===== config.mk =====
export PLATFORM = sky130hd
export DESIGN_NAME = pcs_core
export DESIGN_NICKNAME = d
export VERILOG_FILES = /design/src/hw/pcs_pkg.sv /design/src/hw/pcs_core.sv
export SDC_FILE = /design/constraint.sdc
export NUM_CORES = 1
export LEC_CHECK = 0
export BUFFER_PORTS_ARGS = -buffer_cell sky130_fd_sc_hd__buf_2
export CAP_MARGIN = 20
export CORE_UTILIZATION = 60
export DETAILED_ROUTE_END_ITERATION = 8
export PLACE_DENSITY = 0.82
export SLEW_MARGIN = 20
export SYNTH_ARGS = -nofsm -noshare
export SYNTH_HDL_FRONTEND = slang
export SYNTH_SLANG_ARGS = --single-unit

===== constraint.sdc =====
create_clock -name i_clk -period 7.53 [get_ports i_clk]
set_clock_uncertainty 0.05 [all_clocks]
set_input_delay 1.506 -clock i_clk [delete_from_list [all_inputs] [get_ports i_clk]]
set_output_delay 1.506 -clock i_clk [all_outputs]
set_load 0.02 [all_outputs]

===== src/hw/pcs_pkg.sv =====
// Package with register offsets, widths and reset values for the program counter block
package pcs_pkg;
  localparam int          PC_W          = 13;
  localparam int          LOW_W         = 8;
  localparam int          HI_W          = 5;
  localparam int          JMP_W         = 11;
  localparam int          STACK_DEPTH   = 8;
  localparam int          SP_W          = 3;
  localparam logic [7:0]  OFF_PC_LOW    = 8'h02;
  localparam logic [7:0]  OFF_HI_LATCH  = 8'h0a;
  localparam logic [12:0] PC_RESET      = 13'h0000;
  localparam logic [7:0]  LATCH_RESET   = 8'h00;
  localparam logic [2:0]  SP_RESET      = 3'h0;
  localparam logic [7:0]  RD_UNMAPPED   = 8'h00;
  localparam int          PAGE_LSB      = 11;
  localparam int          LATCH_PAGE_LO = 3;
endpackage : pcs_pkg


===== src/hw/pcs_core.sv =====
// Program counter sequencer with paged loading and circular return stack
// Operation
// - 13-bit counter, low byte software read/write
// - Upper five bits unreadable, written via latch
// - Any reset clears upper counter bits
// - Low-byte write loads upper bits from latch
// - Call/jump: 11-bit field plus latch page
// - Eight-entry 13-bit hidden return stack
// - Stack pointer hidden from software
// - Call or interrupt vectoring pushes counter
// - Return variants pop stack into counter
// - Push and pop leave latch unchanged
// - Stack wraps circularly, ninth overwrites first
// - No overflow or underflow flags
// - Return restores full counter, ignores latch
// - 8K word space, 2K word pages
`timescale 1ns/1ps
module pcs_core
  import pcs_pkg::*;
#(
  parameter int DEPTH = STACK_DEPTH
)
(
  input  wire logic             i_clk,
  input  wire logic             i_rst,
  input  wire logic [7:0]       i_addr,
  input  wire logic [7:0]       i_wdata,
  input  wire logic             i_wr,
  input  wire logic             i_rd,
  input  wire logic             i_fetch,
  input  wire logic             i_call,
  input  wire logic             i_jump,
  input  wire logic [JMP_W-1:0] i_target,
  input  wire logic             i_vector,
  input  wire logic [PC_W-1:0]  i_vector_addr,
  input  wire logic             i_ret,
  output logic      [7:0]       o_rdata,
  output logic      [PC_W-1:0]  o_pc
);

  logic [PC_W-1:0]  pc_r;
  logic [PC_W-1:0]  pc_nxt;
  logic [7:0]       latch_r;
  logic [7:0]       rdata_r;
  logic [SP_W-1:0]  sp_r;
  logic [PC_W-1:0]  stack_r [DEPTH];
  logic             push;
  logic             low_wr;
  logic [PC_W-1:0]  push_val;

  // Address decode shared by read and write paths
  function automatic logic hit(input logic [7:0] a, input logic [7:0] off);
    hit = (a == off);
  endfunction : hit

  assign push   = i_call | i_vector;
  assign low_wr = i_wr & hit(i_addr, OFF_PC_LOW);

  // Next counter; priority: vector, return, call/jump, low write, fetch
  always_comb
  begin
    pc_nxt = pc_r;
    if (i_vector)
      pc_nxt = i_vector_addr;
    else if (i_ret)
      pc_nxt = stack_r[sp_r - 3'h1];
    else if (i_call | i_jump)
      pc_nxt = {latch_r[LATCH_PAGE_LO +: 2], i_target};
    else if (low_wr)
      pc_nxt = {latch_r[HI_W-1:0], i_wdata};
    else if (i_fetch)
      pc_nxt = pc_r + 13'h0001;
  end

  // Counter register, cleared on reset
  always_ff @(posedge i_clk or posedge i_rst)
  begin
    if (i_rst)
      pc_r <= PC_RESET;
    else
      pc_r <= pc_nxt;
  end

  // High latch, touched only by software writes
  always_ff @(posedge i_clk or posedge i_rst)
  begin
    if (i_rst)
      latch_r <= LATCH_RESET;
    else if (i_wr && hit(i_addr, OFF_HI_LATCH))
      latch_r <= i_wdata;
  end

  // Stack pointer, wraps silently with no flags
  always_ff @(posedge i_clk or posedge i_rst)
  begin
    if (i_rst)
      sp_r <= SP_RESET;
    else if (push)
      sp_r <= sp_r + 3'h1;
    else if (i_ret)
      sp_r <= sp_r - 3'h1;
  end

  // Push value: a call returns past itself, a vector resumes here
  assign push_val = i_vector ? pc_r : pc_r + 13'h0001;

  // One register per stack entry, written when the pointer selects it
  for (genvar g = 0; g < DEPTH; g++)
  begin : g_entry
    always_ff @(posedge i_clk)
    begin
      if (push && (sp_r == SP_W'(g)))
        stack_r[g] <= push_val;
    end

    // A call stores the address after the call instruction
    property p_entry_call;
      @(posedge i_clk) disable iff (i_rst)
      i_call && !i_vector && (sp_r == SP_W'(g))
        |=> stack_r[g] == $past(o_pc) + 13'h0001;
    endproperty : p_entry_call
    a_entry_call: assert property (p_entry_call)
      else $error("call pushed wrong address");

    // A vector stores the counter as it stands
    property p_entry_vector;
      @(posedge i_clk) disable iff (i_rst)
      i_vector && (sp_r == SP_W'(g))
        |=> stack_r[g] == $past(o_pc);
    endproperty : p_entry_vector
    a_entry_vector: assert property (p_entry_vector)
      else $error("vector pushed wrong address");
  end : g_entry

  // Read data one cycle after strobe; upper bits never visible
  always_ff @(posedge i_clk or posedge i_rst)
  begin
    if (i_rst)
      rdata_r <= RD_UNMAPPED;
    else if (i_rd && hit(i_addr, OFF_PC_LOW))
      rdata_r <= pc_r[LOW_W-1:0];
    else if (i_rd && hit(i_addr, OFF_HI_LATCH))
      rdata_r <= latch_r;
    else
      rdata_r <= RD_UNMAPPED;
  end

  assign o_rdata = rdata_r;
  assign o_pc    = pc_r;

  a_reset_pc: assert property (@(posedge i_clk) $rose(i_rst) |=> o_pc == PC_RESET)
    else $error("counter not cleared by reset");
  a_low_write: assert property (@(posedge i_clk) disable iff (i_rst)
    (low_wr && !i_vector && !i_ret && !i_call && !i_jump)
      |=> o_pc == {$past(latch_r[4:0]), $past(i_wdata)})
    else $error("low byte write load wrong");
  a_call_page: assert property (@(posedge i_clk) disable iff (i_rst)
    ((i_call || i_jump) && !i_vector && !i_ret)
      |=> o_pc == {$past(latch_r[4:3]), $past(i_target)})
    else $error("call or jump target wrong");
  a_call_ret: assert property (@(posedge i_clk) disable iff (i_rst)
    (i_call && !i_vector && !i_ret) ##1 (i_ret && !i_vector && !i_call)
      |=> o_pc == $past(o_pc, 2) + 13'h0001)
    else $error("return address wrong");
  a_latch_keep: assert property (@(posedge i_clk) disable iff (i_rst)
    (push || i_ret) && !i_wr |=> latch_r == $past(latch_r))
    else $error("latch changed by stack op");
  a_sp_wrap: assert property (@(posedge i_clk) disable iff (i_rst)
    push && sp_r == 3'h7 |=> sp_r == 3'h0)
    else $error("stack pointer did not wrap");
  a_fetch_inc: assert property (@(posedge i_clk) disable iff (i_rst)
    i_fetch && !i_vector && !i_ret && !i_call && !i_jump && !i_wr
      |=> o_pc == $past(o_pc) + 13'h0001)
    else $error("fetch increment wrong");
  a_read_low: assert property (@(posedge i_clk) disable iff (i_rst)
    i_rd && i_addr == OFF_PC_LOW |=> o_rdata == $past(o_pc[7:0]))
    else $error("low byte readback wrong");
  a_pop_full: assert property (@(posedge i_clk) disable iff (i_rst)
    i_ret && !i_vector |=> o_pc == $past(stack_r[sp_r - 3'h1]))
    else $error("pop did not restore counter");

  // Vector loads its own address, whatever else is asked
  property p_vector_load;
    @(posedge i_clk) disable iff (i_rst)
    i_vector |=> o_pc == $past(i_vector_addr);
  endproperty : p_vector_load
  a_vector_load: assert property (p_vector_load)
    else $error("vector address not loaded");

  // Return right after a vector resumes the interrupted counter
  property p_vector_ret;
    @(posedge i_clk) disable iff (i_rst)
    (i_vector && !i_ret) ##1 (i_ret && !i_vector && !i_call) |=> o_pc == $past(o_pc, 2);
  endproperty : p_vector_ret
  a_vector_ret: assert property (p_vector_ret)
    else $error("return after vector wrong");

  // Absolute jump never touches the stack pointer
  property p_jump_stack;
    @(posedge i_clk) disable iff (i_rst)
    i_jump && !i_call && !i_vector && !i_ret |=> sp_r == $past(sp_r);
  endproperty : p_jump_stack
  a_jump_stack: assert property (p_jump_stack)
    else $error("jump moved stack pointer");

  // Push advances the pointer by one, modulo depth
  property p_sp_push;
    @(posedge i_clk) disable iff (i_rst)
    push |=> sp_r == $past(sp_r) + 3'h1;
  endproperty : p_sp_push
  a_sp_push: assert property (p_sp_push)
    else $error("push pointer step wrong");

  // Pop steps the pointer back silently, even when empty
  property p_sp_pop;
    @(posedge i_clk) disable iff (i_rst)
    i_ret && !push |=> sp_r == $past(sp_r) - 3'h1;
  endproperty : p_sp_pop
  a_sp_pop: assert property (p_sp_pop)
    else $error("pop pointer step wrong");

  // Push beside a return: the push owns the pointer
  property p_sp_both;
    @(posedge i_clk) disable iff (i_rst)
    push && i_ret |=> sp_r == $past(sp_r) + 3'h1;
  endproperty : p_sp_both
  a_sp_both: assert property (p_sp_both)
    else $error("push and pop clash wrong");

  // Latch takes the full written byte
  property p_latch_load;
    @(posedge i_clk) disable iff (i_rst)
    i_wr && i_addr == OFF_HI_LATCH |=> latch_r == $past(i_wdata);
  endproperty : p_latch_load
  a_latch_load: assert property (p_latch_load)
    else $error("latch write lost");

  // Latch holds unless software writes it
  property p_latch_hold;
    @(posedge i_clk) disable iff (i_rst)
    !(i_wr && i_addr == OFF_HI_LATCH) |=> latch_r == $past(latch_r);
  endproperty : p_latch_hold
  a_latch_hold: assert property (p_latch_hold)
    else $error("latch changed without write");

  // Latch reads back whole
  property p_read_latch;
    @(posedge i_clk) disable iff (i_rst)
    i_rd && i_addr == OFF_HI_LATCH |=> o_rdata == $past(latch_r);
  endproperty : p_read_latch
  a_read_latch: assert property (p_read_latch)
    else $error("latch readback wrong");

  // Read data stands only in the cycle after the strobe
  property p_read_idle;
    @(posedge i_clk) disable iff (i_rst)
    !i_rd |=> o_rdata == RD_UNMAPPED;
  endproperty : p_read_idle
  a_read_idle: assert property (p_read_idle)
    else $error("read data outside its cycle");

  // Nothing else, stack pointer included, is readable
  property p_read_unmapped;
    @(posedge i_clk) disable iff (i_rst)
    i_rd && i_addr != OFF_PC_LOW && i_addr != OFF_HI_LATCH |=> o_rdata == RD_UNMAPPED;
  endproperty : p_read_unmapped
  a_read_unmapped: assert property (p_read_unmapped)
    else $error("unmapped read not zero");

  // Counter holds while nothing is asked
  property p_hold_pc;
    @(posedge i_clk) disable iff (i_rst)
    !i_vector && !i_ret && !i_call && !i_jump && !low_wr && !i_fetch
      |=> o_pc == $past(o_pc);
  endproperty : p_hold_pc
  a_hold_pc: assert property (p_hold_pc)
    else $error("counter moved while idle");

  // Counter wraps at the top of the 8K space
  property p_pc_wrap;
    @(posedge i_clk) disable iff (i_rst)
    i_fetch && !i_vector && !i_ret && !i_call && !i_jump && !low_wr && o_pc == 13'h1fff
      |=> o_pc == 13'h0000;
  endproperty : p_pc_wrap
  a_pc_wrap: assert property (p_pc_wrap)
    else $error("counter wrap wrong");

  // Branch page comes from the latch page bits
  property p_page_bits;
    @(posedge i_clk) disable iff (i_rst)
    (i_call || i_jump) && !i_vector && !i_ret |=> o_pc[12:11] == $past(latch_r[4:3]);
  endproperty : p_page_bits
  a_page_bits: assert property (p_page_bits)
    else $error("branch page wrong");

  // Low-byte write fills all upper bits from the latch
  property p_low_page;
    @(posedge i_clk) disable iff (i_rst)
    low_wr && !i_vector && !i_ret && !i_call && !i_jump
      |=> o_pc[12:8] == $past(latch_r[4:0]);
  endproperty : p_low_page
  a_low_page: assert property (p_low_page)
    else $error("low write upper bits wrong");

  // Low-byte write leaves the stack alone
  property p_low_nopush;
    @(posedge i_clk) disable iff (i_rst)
    low_wr && !push && !i_ret |=> sp_r == $past(sp_r);
  endproperty : p_low_nopush
  a_low_nopush: assert property (p_low_nopush)
    else $error("low write moved stack");

  // Reset empties the stack pointer
  property p_reset_sp;
    @(posedge i_clk)
    $rose(i_rst) |=> sp_r == SP_RESET;
  endproperty : p_reset_sp
  a_reset_sp: assert property (p_reset_sp)
    else $error("stack pointer not cleared");

  // Reset clears read data
  property p_reset_rdata;
    @(posedge i_clk)
    $rose(i_rst) |=> o_rdata == RD_UNMAPPED;
  endproperty : p_reset_rdata
  a_reset_rdata: assert property (p_reset_rdata)
    else $error("read data not cleared");

  // Reset clears the latch as well
  property p_reset_latch;
    @(posedge i_clk)
    $rose(i_rst) |=> latch_r == LATCH_RESET;
  endproperty : p_reset_latch
  a_reset_latch: assert property (p_reset_latch)
    else $error("latch not cleared");

  // Main scenarios
  c_call_ret: cover property (@(posedge i_clk) disable iff (i_rst) i_call ##[1:5] i_ret);
  c_jump: cover property (@(posedge i_clk) disable iff (i_rst) i_jump);
  c_wrap: cover property (@(posedge i_clk) disable iff (i_rst) push && sp_r == 3'h7);
  c_low_wr: cover property (@(posedge i_clk) disable iff (i_rst) low_wr);
  c_vector: cover property (@(posedge i_clk) disable iff (i_rst) i_vector);

endmodule : pcs_core


==> results.py, run 1 <==
metrics = {
    "clock_network": {
        "post_cts_buffers": 0,
        "root_buffer": "clkbuf_8",
        "cts_max_path_buffers": 2,
        "clkTransAtPathRegs_ns": 0.06,
        "htreeDepth": 4,
        "clock_latency_ns": 0.52,
        "numCtsBuffers": 17,
        "hold_buffers": 0,
        "cts_tree": "done",
        "cts_sinks": 136,
        "ctsResizeCount": 0,
    },
    "setup_path": {
        "path_cells": "inv_1 -> ha_1 -> buf_4 -> mux4_2 -> mux2_2 -> nand2_1 -> o211ai_1 -> o22ai_1 -> o21ai_0",
        "critPathTopFamily": "flip-flops",
        "crit_path_max_incr_delay_ns": 1.02,
        "critical_path.max_fanout": 30,
        "rr_startpoint": "sp_r[0]",
        "r2r_cells": 9,
        "cp.required_ns": 7.85,
        "crit_slowest_cell": "dfrtp_2",
        "start_kind": "flip-flop",
        "regToRegSetupSlack_ns": 4.18,
        "timing.rr.end": "o_pc[10]",
        "endpoint_kind": "flip-flop",
        "crit_buf_inv": 2,
        "crit_type": "flip-flop to flip-flop",
        "cp.arrival_ns": 3.67,
    },
    "power": {
        "combPwrFrac_pct": 30.3,
        "power_frac_clock_pct": 29.6,
        "powerDensity_nw_per_um2": 417,
        "p_switching_uw": 958,
        "p_leak_uw": 0.00272,
        "vdd_drop_max_mv": 0.363,
        "switching_share_pct": 32.0,
        "seq_power_share_pct": 40.1,
        "internal_power_uw": 2030,
    },
    "status": {
        "status": "finished clean",
    },
    "floorplanning": {
        "io_pins": 70,
        "rows": 36,
        "die_area_sq_um": 10700,
        "die_x_um": 103,
        "start_util_pct": 62.4,
        "coreArea_sq_um": 9860,
        "die_h_um": 103,
    },
    "logic_synthesis": {
        "netlist_area_sq_um": 6150,
        "synth-seq-area-share_pct": 63.8,
        "async_flop_share_pct": 23.5,
        "synth.avg_cell_area_sq_um": 14.9,
        "ys_ff_latch": 136,
        "synthCells": 414,
        "synth_warnings": 0,
        "post_synth_num_cell_types": 51,
        "synth_edf_count": 104,
        "syn_nets": 471,
        "synth-main-ff-cell": "edfxtp_1",
    },
    "sta": {
        "slew_headroom_pct": 33.1,
        "hold_slack_ns": 0.439,
        "fmax_ghz": 0.299,
        "rsz0062_at_grt": "false",
        "hold_viol_final": 0,
        "tightest_slew_ns": 1.00,
        "worst_slack_ns": 4.18,
        "tns_ns": 0,
        "setup_viol_count_final": 0,
        "slew_viol_final": 0,
        "layout_min_cycle_time_ns": 3.35,
        "post-route-period-util_pct": 44.5,
    },
    "placement": {
        "dp_hpwl_um": 9090,
        "dpl_cell_area_sq_um": 6560,
        "place_inst": 589,
        "portBuffers": 69,
        "routabilityCongestion": 0.847,
        "dp_slack_ns": 3.91,
    },
    "drt": {
        "drt_wl_total_um": 14600,
        "avgRoutedWirePerCell_um": 23.5,
        "drt_iter0_drc": 358,
        "vias": 3997,
        "ant_nets": 0,
        "drcViolationCount": 0,
        "first_pass_iters": 5,
        "vias_per_cell": 6.44,
    },
    "worst_hold_path": {
        "hp-start": "latch_r[6]",
        "holdCritPathClass": "flip-flop to flip-flop",
        "min_to": "o_rdata[6]",
        "hold_depth": 1,
    },
    "finish": {
        "synthToLayoutAreaGrowth_pct": 16.7,
        "layout.nets": 532,
        "final_common_cell": "edfxtp_1",
        "fillCellCount": 587,
        "drive_gt1_share_pct": 30.1,
        "instances_no_fill": 621,
        "n_antenna_cell": 0,
        "mostFrequentLayoutCells": "104 x edfxtp_1, 69 x buf_2, 31 x dfrtp_1, 27 x nand2_1, 26 x mux4_2",
        "area.sequential_sq_um": 3930,
        "final_area_sq_um": 7180,
        "multi_input_comb_area_sq_um": 2070,
    },
    "global_route": {
        "grt_pass1_vias": 3990,
        "grt_max_degree": 33,
        "grt-ovfl-total": 0,
        "grt_pass1_wl_um": 21800,
        "antenna_found_initial": 0,
        "track_usage_pct": 29.4,
    },
    "run": {
        "drv_cap": 0,
    },
}
[area by class of cell]
class | count | area share, %
Timing Repair Buffer | 72 | 5.12
Multi-Input combinational cell | 240 | 28.8
Clock buffer | 19 | 5.87
Sequential cell | 136 | 54.7
Tap cell | 133 | 2.32
Inverter | 8 | 0.418
Clock inverter | 13 | 2.82
[through the flow]
step | util, % | power [uW]
floorplan | - | 1830
global placement | 66.5 | 2060
detailed placement | 66.5 | 2090
CTS | 72.8 | 2990
global route | 72.8 | 3110
finish | 72.8 | 2990
[cell usage after synthesis, types with 2 or more instances]
cell type	count	area share, %
edfxtp_1	104	51
o22ai_1	5	0.51
nand2_1	27	1.6
and3_1	9	0.91
or2_2	2	0.20
nor3_1	8	0.65
a31oi_1	3	0.30
or3_1	3	0.30
buf_2	12	0.98
o21ai_0	9	0.73
a222oi_1	2	0.33
o211ai_1	2	0.24
o311ai_0	2	0.28
dfrtp_1	32	13
a211oi_1	7	0.85
nor2_1	20	1.2
and4_1	2	0.28
and2_1	3	0.30
nand3_1	9	0.73
mux2i_1	7	1.1
xor2_1	15	2.1
clkbuf_1	12	0.73
o31ai_1	2	0.24
mux2_2	16	2.9
a22o_1	8	1.1
nand4_1	5	0.51
buf_1	3	0.18
xnor2_1	12	1.7
a21oi_1	11	0.89
clkbuf_2	2	0.16
inv_1	7	0.43
ha_1	8	1.6
mux4_2	26	9.5
nor4_1	2	0.20
[registers in the layout, summed over array words and instances, names as in the netlist]
register	cells
latch_r	8
sp_r	3
o_rdata	8
o_pc	13
stack_r	104
[power by group through the flow]
stage / registers [uW] / clock network (uW) / logic, uW
finish: 1200 / 884 / 906
global route: 1220 / 922 / 963
CTS: 1200 / 887 / 904
detailed placement: 1210 / 0 / 884
global placement: 1200 / 0 / 861
floorplan: 1130 / 0 / 699
[kinds of logic (layout without fill, tap and decap cells)]
logic type                 Yosys count  after routing  synth area share (%)
DFF                                136            136                  63.8
and+or+nand+nor                     96             96                  7.77
AOI/OAI and AO/OA                   60             60                  6.77
buffers and inverters               38            112                  2.66
adders and majority gates            8              8                  1.63
muxes                               49             49                  13.6
xor gates and xnor gates            27             27                  3.84
[worst max path at each step]
stage	startpoint	endpoint	depth (start not counted)
final	sp_r[0]	o_pc[10]	9
after global routing	sp_r[0]	o_pc[7]	9
after CTS	sp_r[0]	o_pc[10]	9
after detailed placement	i_addr[5]	o_pc[0]	7
after global placement	i_addr[5]	o_pc[0]	7
after floorplan	i_call	o_pc[12]	7
[metal layers]
layer	vias up	part of all wire, %	GRT usage (%)
met5	-	0	0
met4	0	2.3	13.5
met3	26	9.2	7.39
met2	263	49	45.8
met1	1982	40	39.3
li1	1726	-	-
[worst reg2reg max path: stages, from the launching register on]
cell and delay, ns:
dfrtp_2 1.02, inv_1 0.23, ha_1 0.35, buf_4 0.38
mux4_2 0.38, mux2_2 0.29, nand2_1 0.10, o211ai_1 0.11
o22ai_1 0.17, o21ai_0 0.11
Note: power is estimated with default switching activity, not from simulation.
==> inputs of run 2 (changes only) <==
- CORE_UTILIZATION: 60 -> 53
- PLACE_DENSITY: 0.82 -> 0.76
- clock period: 7.53 -> 2.92 ns (I/O delays scaled with it)
==> results.py, run 2 (synthesized netlist as in run 1, its figures left out) <==
metrics = {
    "status": {
        "status": "finished clean",
    },
    "clock_network": {
        "clock_latency_ns": 0.42,
        "clkTransAtPathRegs_ns": 0.06,
        "htreeDepth": 4,
        "hold_buffers": 0,
        "numCtsBuffers": 17,
        "cts_tree": "done",
        "root_buffer": "clkbuf_16",
        "ctsResizeCount": 0,
        "post_cts_buffers": 0,
        "cts_sinks": 136,
        "cts_max_path_buffers": 2,
    },
    "sta": {
        "tns_ns": 0,
        "slew_viol_final": 0,
        "fmax_ghz": 0.411,
        "tightest_slew_ns": 0.809,
        "hold_viol_final": 0,
        "post-route-period-util_pct": 83.4,
        "layout_min_cycle_time_ns": 2.44,
        "setup_viol_count_final": 0,
        "rsz0062_at_grt": "false",
        "slew_headroom_pct": 45.7,
    },
    "power": {
        "powerDensity_nw_per_um2": 1040,
        "power_frac_clock_pct": 27.8,
        "p_leak_uw": 0.00279,
        "p_switching_uw": 2360,
        "switching_share_pct": 31.2,
        "combPwrFrac_pct": 33.2,
        "seq_power_share_pct": 39.0,
        "vdd_drop_max_mv": 0.725,
        "internal_power_uw": 5210,
    },
    "setup_path": {
        "start_kind": "flip-flop",
        "rr_startpoint": "sp_r[1]",
        "critical_path.max_fanout": 11,
        "cp.arrival_ns": 2.67,
        "crit_start": "sp_r[1]",
        "cp.required_ns": 3.15,
        "endpoint_kind": "flip-flop",
        "crit_type": "flip-flop to flip-flop",
    },
    "drt": {
        "vias_per_cell": 6.02,
        "ant_nets": 0,
        "vias": 3880,
        "first_pass_iters": 5,
        "avgRoutedWirePerCell_um": 22.2,
        "drt_wl_total_um": 14300,
        "drcViolationCount": 0,
        "drt_iter0_drc": 300,
    },
    "global_route": {
        "grt-ovfl-total": 0,
        "track_usage_pct": 26.3,
        "grt_max_degree": 33,
        "grt_pass1_vias": 3964,
        "antenna_found_initial": 0,
        "grt_pass1_wl_um": 21900,
    },
    "floorplanning": {
        "coreArea_sq_um": 11100,
        "start_util_pct": 55.6,
        "die_area_sq_um": 12000,
        "die_x_um": 110,
        "rows": 38,
        "io_pins": 70,
        "die_h_um": 110,
    },
    "finish": {
        "utilization_pct": 65.6,
        "final_common_cell": "edfxtp_1",
        "largest-register": "stack_r",
        "drive_gt1_share_pct": 31.5,
        "n_antenna_cell": 0,
        "largest_reg_flops": 104,
        "layout.nets": 548,
        "mostFrequentLayoutCells": "104 x edfxtp_1, 69 x buf_2, 31 x dfrtp_1, 27 x nand2_1, 26 x mux4_2",
        "synthToLayoutAreaGrowth_pct": 18.1,
    },
    "run": {
        "drv_cap": 0,
    },
    "worst_hold_path": {
        "holdCritPathClass": "input port to asynchronous set/reset pin",
    },
    "placement": {
        "routabilityCongestion": 0.861,
        "dp_hpwl_um": 9710,
        "portBuffers": 69,
    },
}
[run 2: worst max-delay path, stage by stage, from the launching register on]
cell and delay, ns:
dfrtp_1 0.38, inv_1 0.10, ha_1 0.66, buf_4 0.27
mux4_2 0.30, mux2i_1 0.19, nand2_1 0.07, o311ai_0 0.12
o221ai_1 0.16
[run 2: worst paths after layout]
kind	endpoint	slack, ns	depth (start not counted)
max	o_pc[5]	0.48	8
min	latch_r[4]	0.21	3
max reg2reg	o_pc[5]	0.48	8
min reg2reg	o_rdata[6]	0.44	1
max in group asynchronous	sp_r[0]	2.26	3
min in group i_clk	o_pc[4]	0.34	3
[run 2: metrics by stage]
stage | std cells | cell area [sq um] | setup WS (ns) | power (uW) | hold WS (ns)
5_1_grt | 644 | 7270 | 0.322 | 7920 | 0.243
3_3_place_gp | 612 | 6690 | 0.534 | 5370 | 0.421
6_report | 644 | 7270 | 0.485 | 7570 | 0.208
3_5_place_dp | 612 | 6690 | 0.504 | 5500 | 0.431
4_1_cts | 644 | 7270 | 0.499 | 7610 | 0.216
2_1_floorplan | 414 | 6150 | 0.174 | 4730 | 0.411
[run 2: final cells by class]
| class | instances | area (sq um) |
|---|---|---|
| clock buffers | 22 | 454 |
| clock inverters | 10 | 129 |
| fillers | 785 | 3810 |
| inverters | 8 | 30.0 |
| multi-input cells | 240 | 2070 |
| flip-flops and latches | 136 | 3930 |
| well taps | 140 | 175 |
| repair buffers | 88 | 488 |
[run 2: power by group through the flow]
stage	Clock (uW)	Sequential (uW)	Combinational (uW)
global placement	0	2950	2420
global route	2210	2990	2720
finish	2100	2950	2510
CTS	2130	2950	2530
floorplan	0	2920	1800
detailed placement	0	2980	2520
[run 2: routing by layer]
metal	GRT usage [%]	routed length [um]	up-vias
met3	6.52	1040	26
met5	0	0	-
met1	33.9	5550	1934
li1	-	-	1756
met4	9.24	233	0
met2	43.6	7480	164
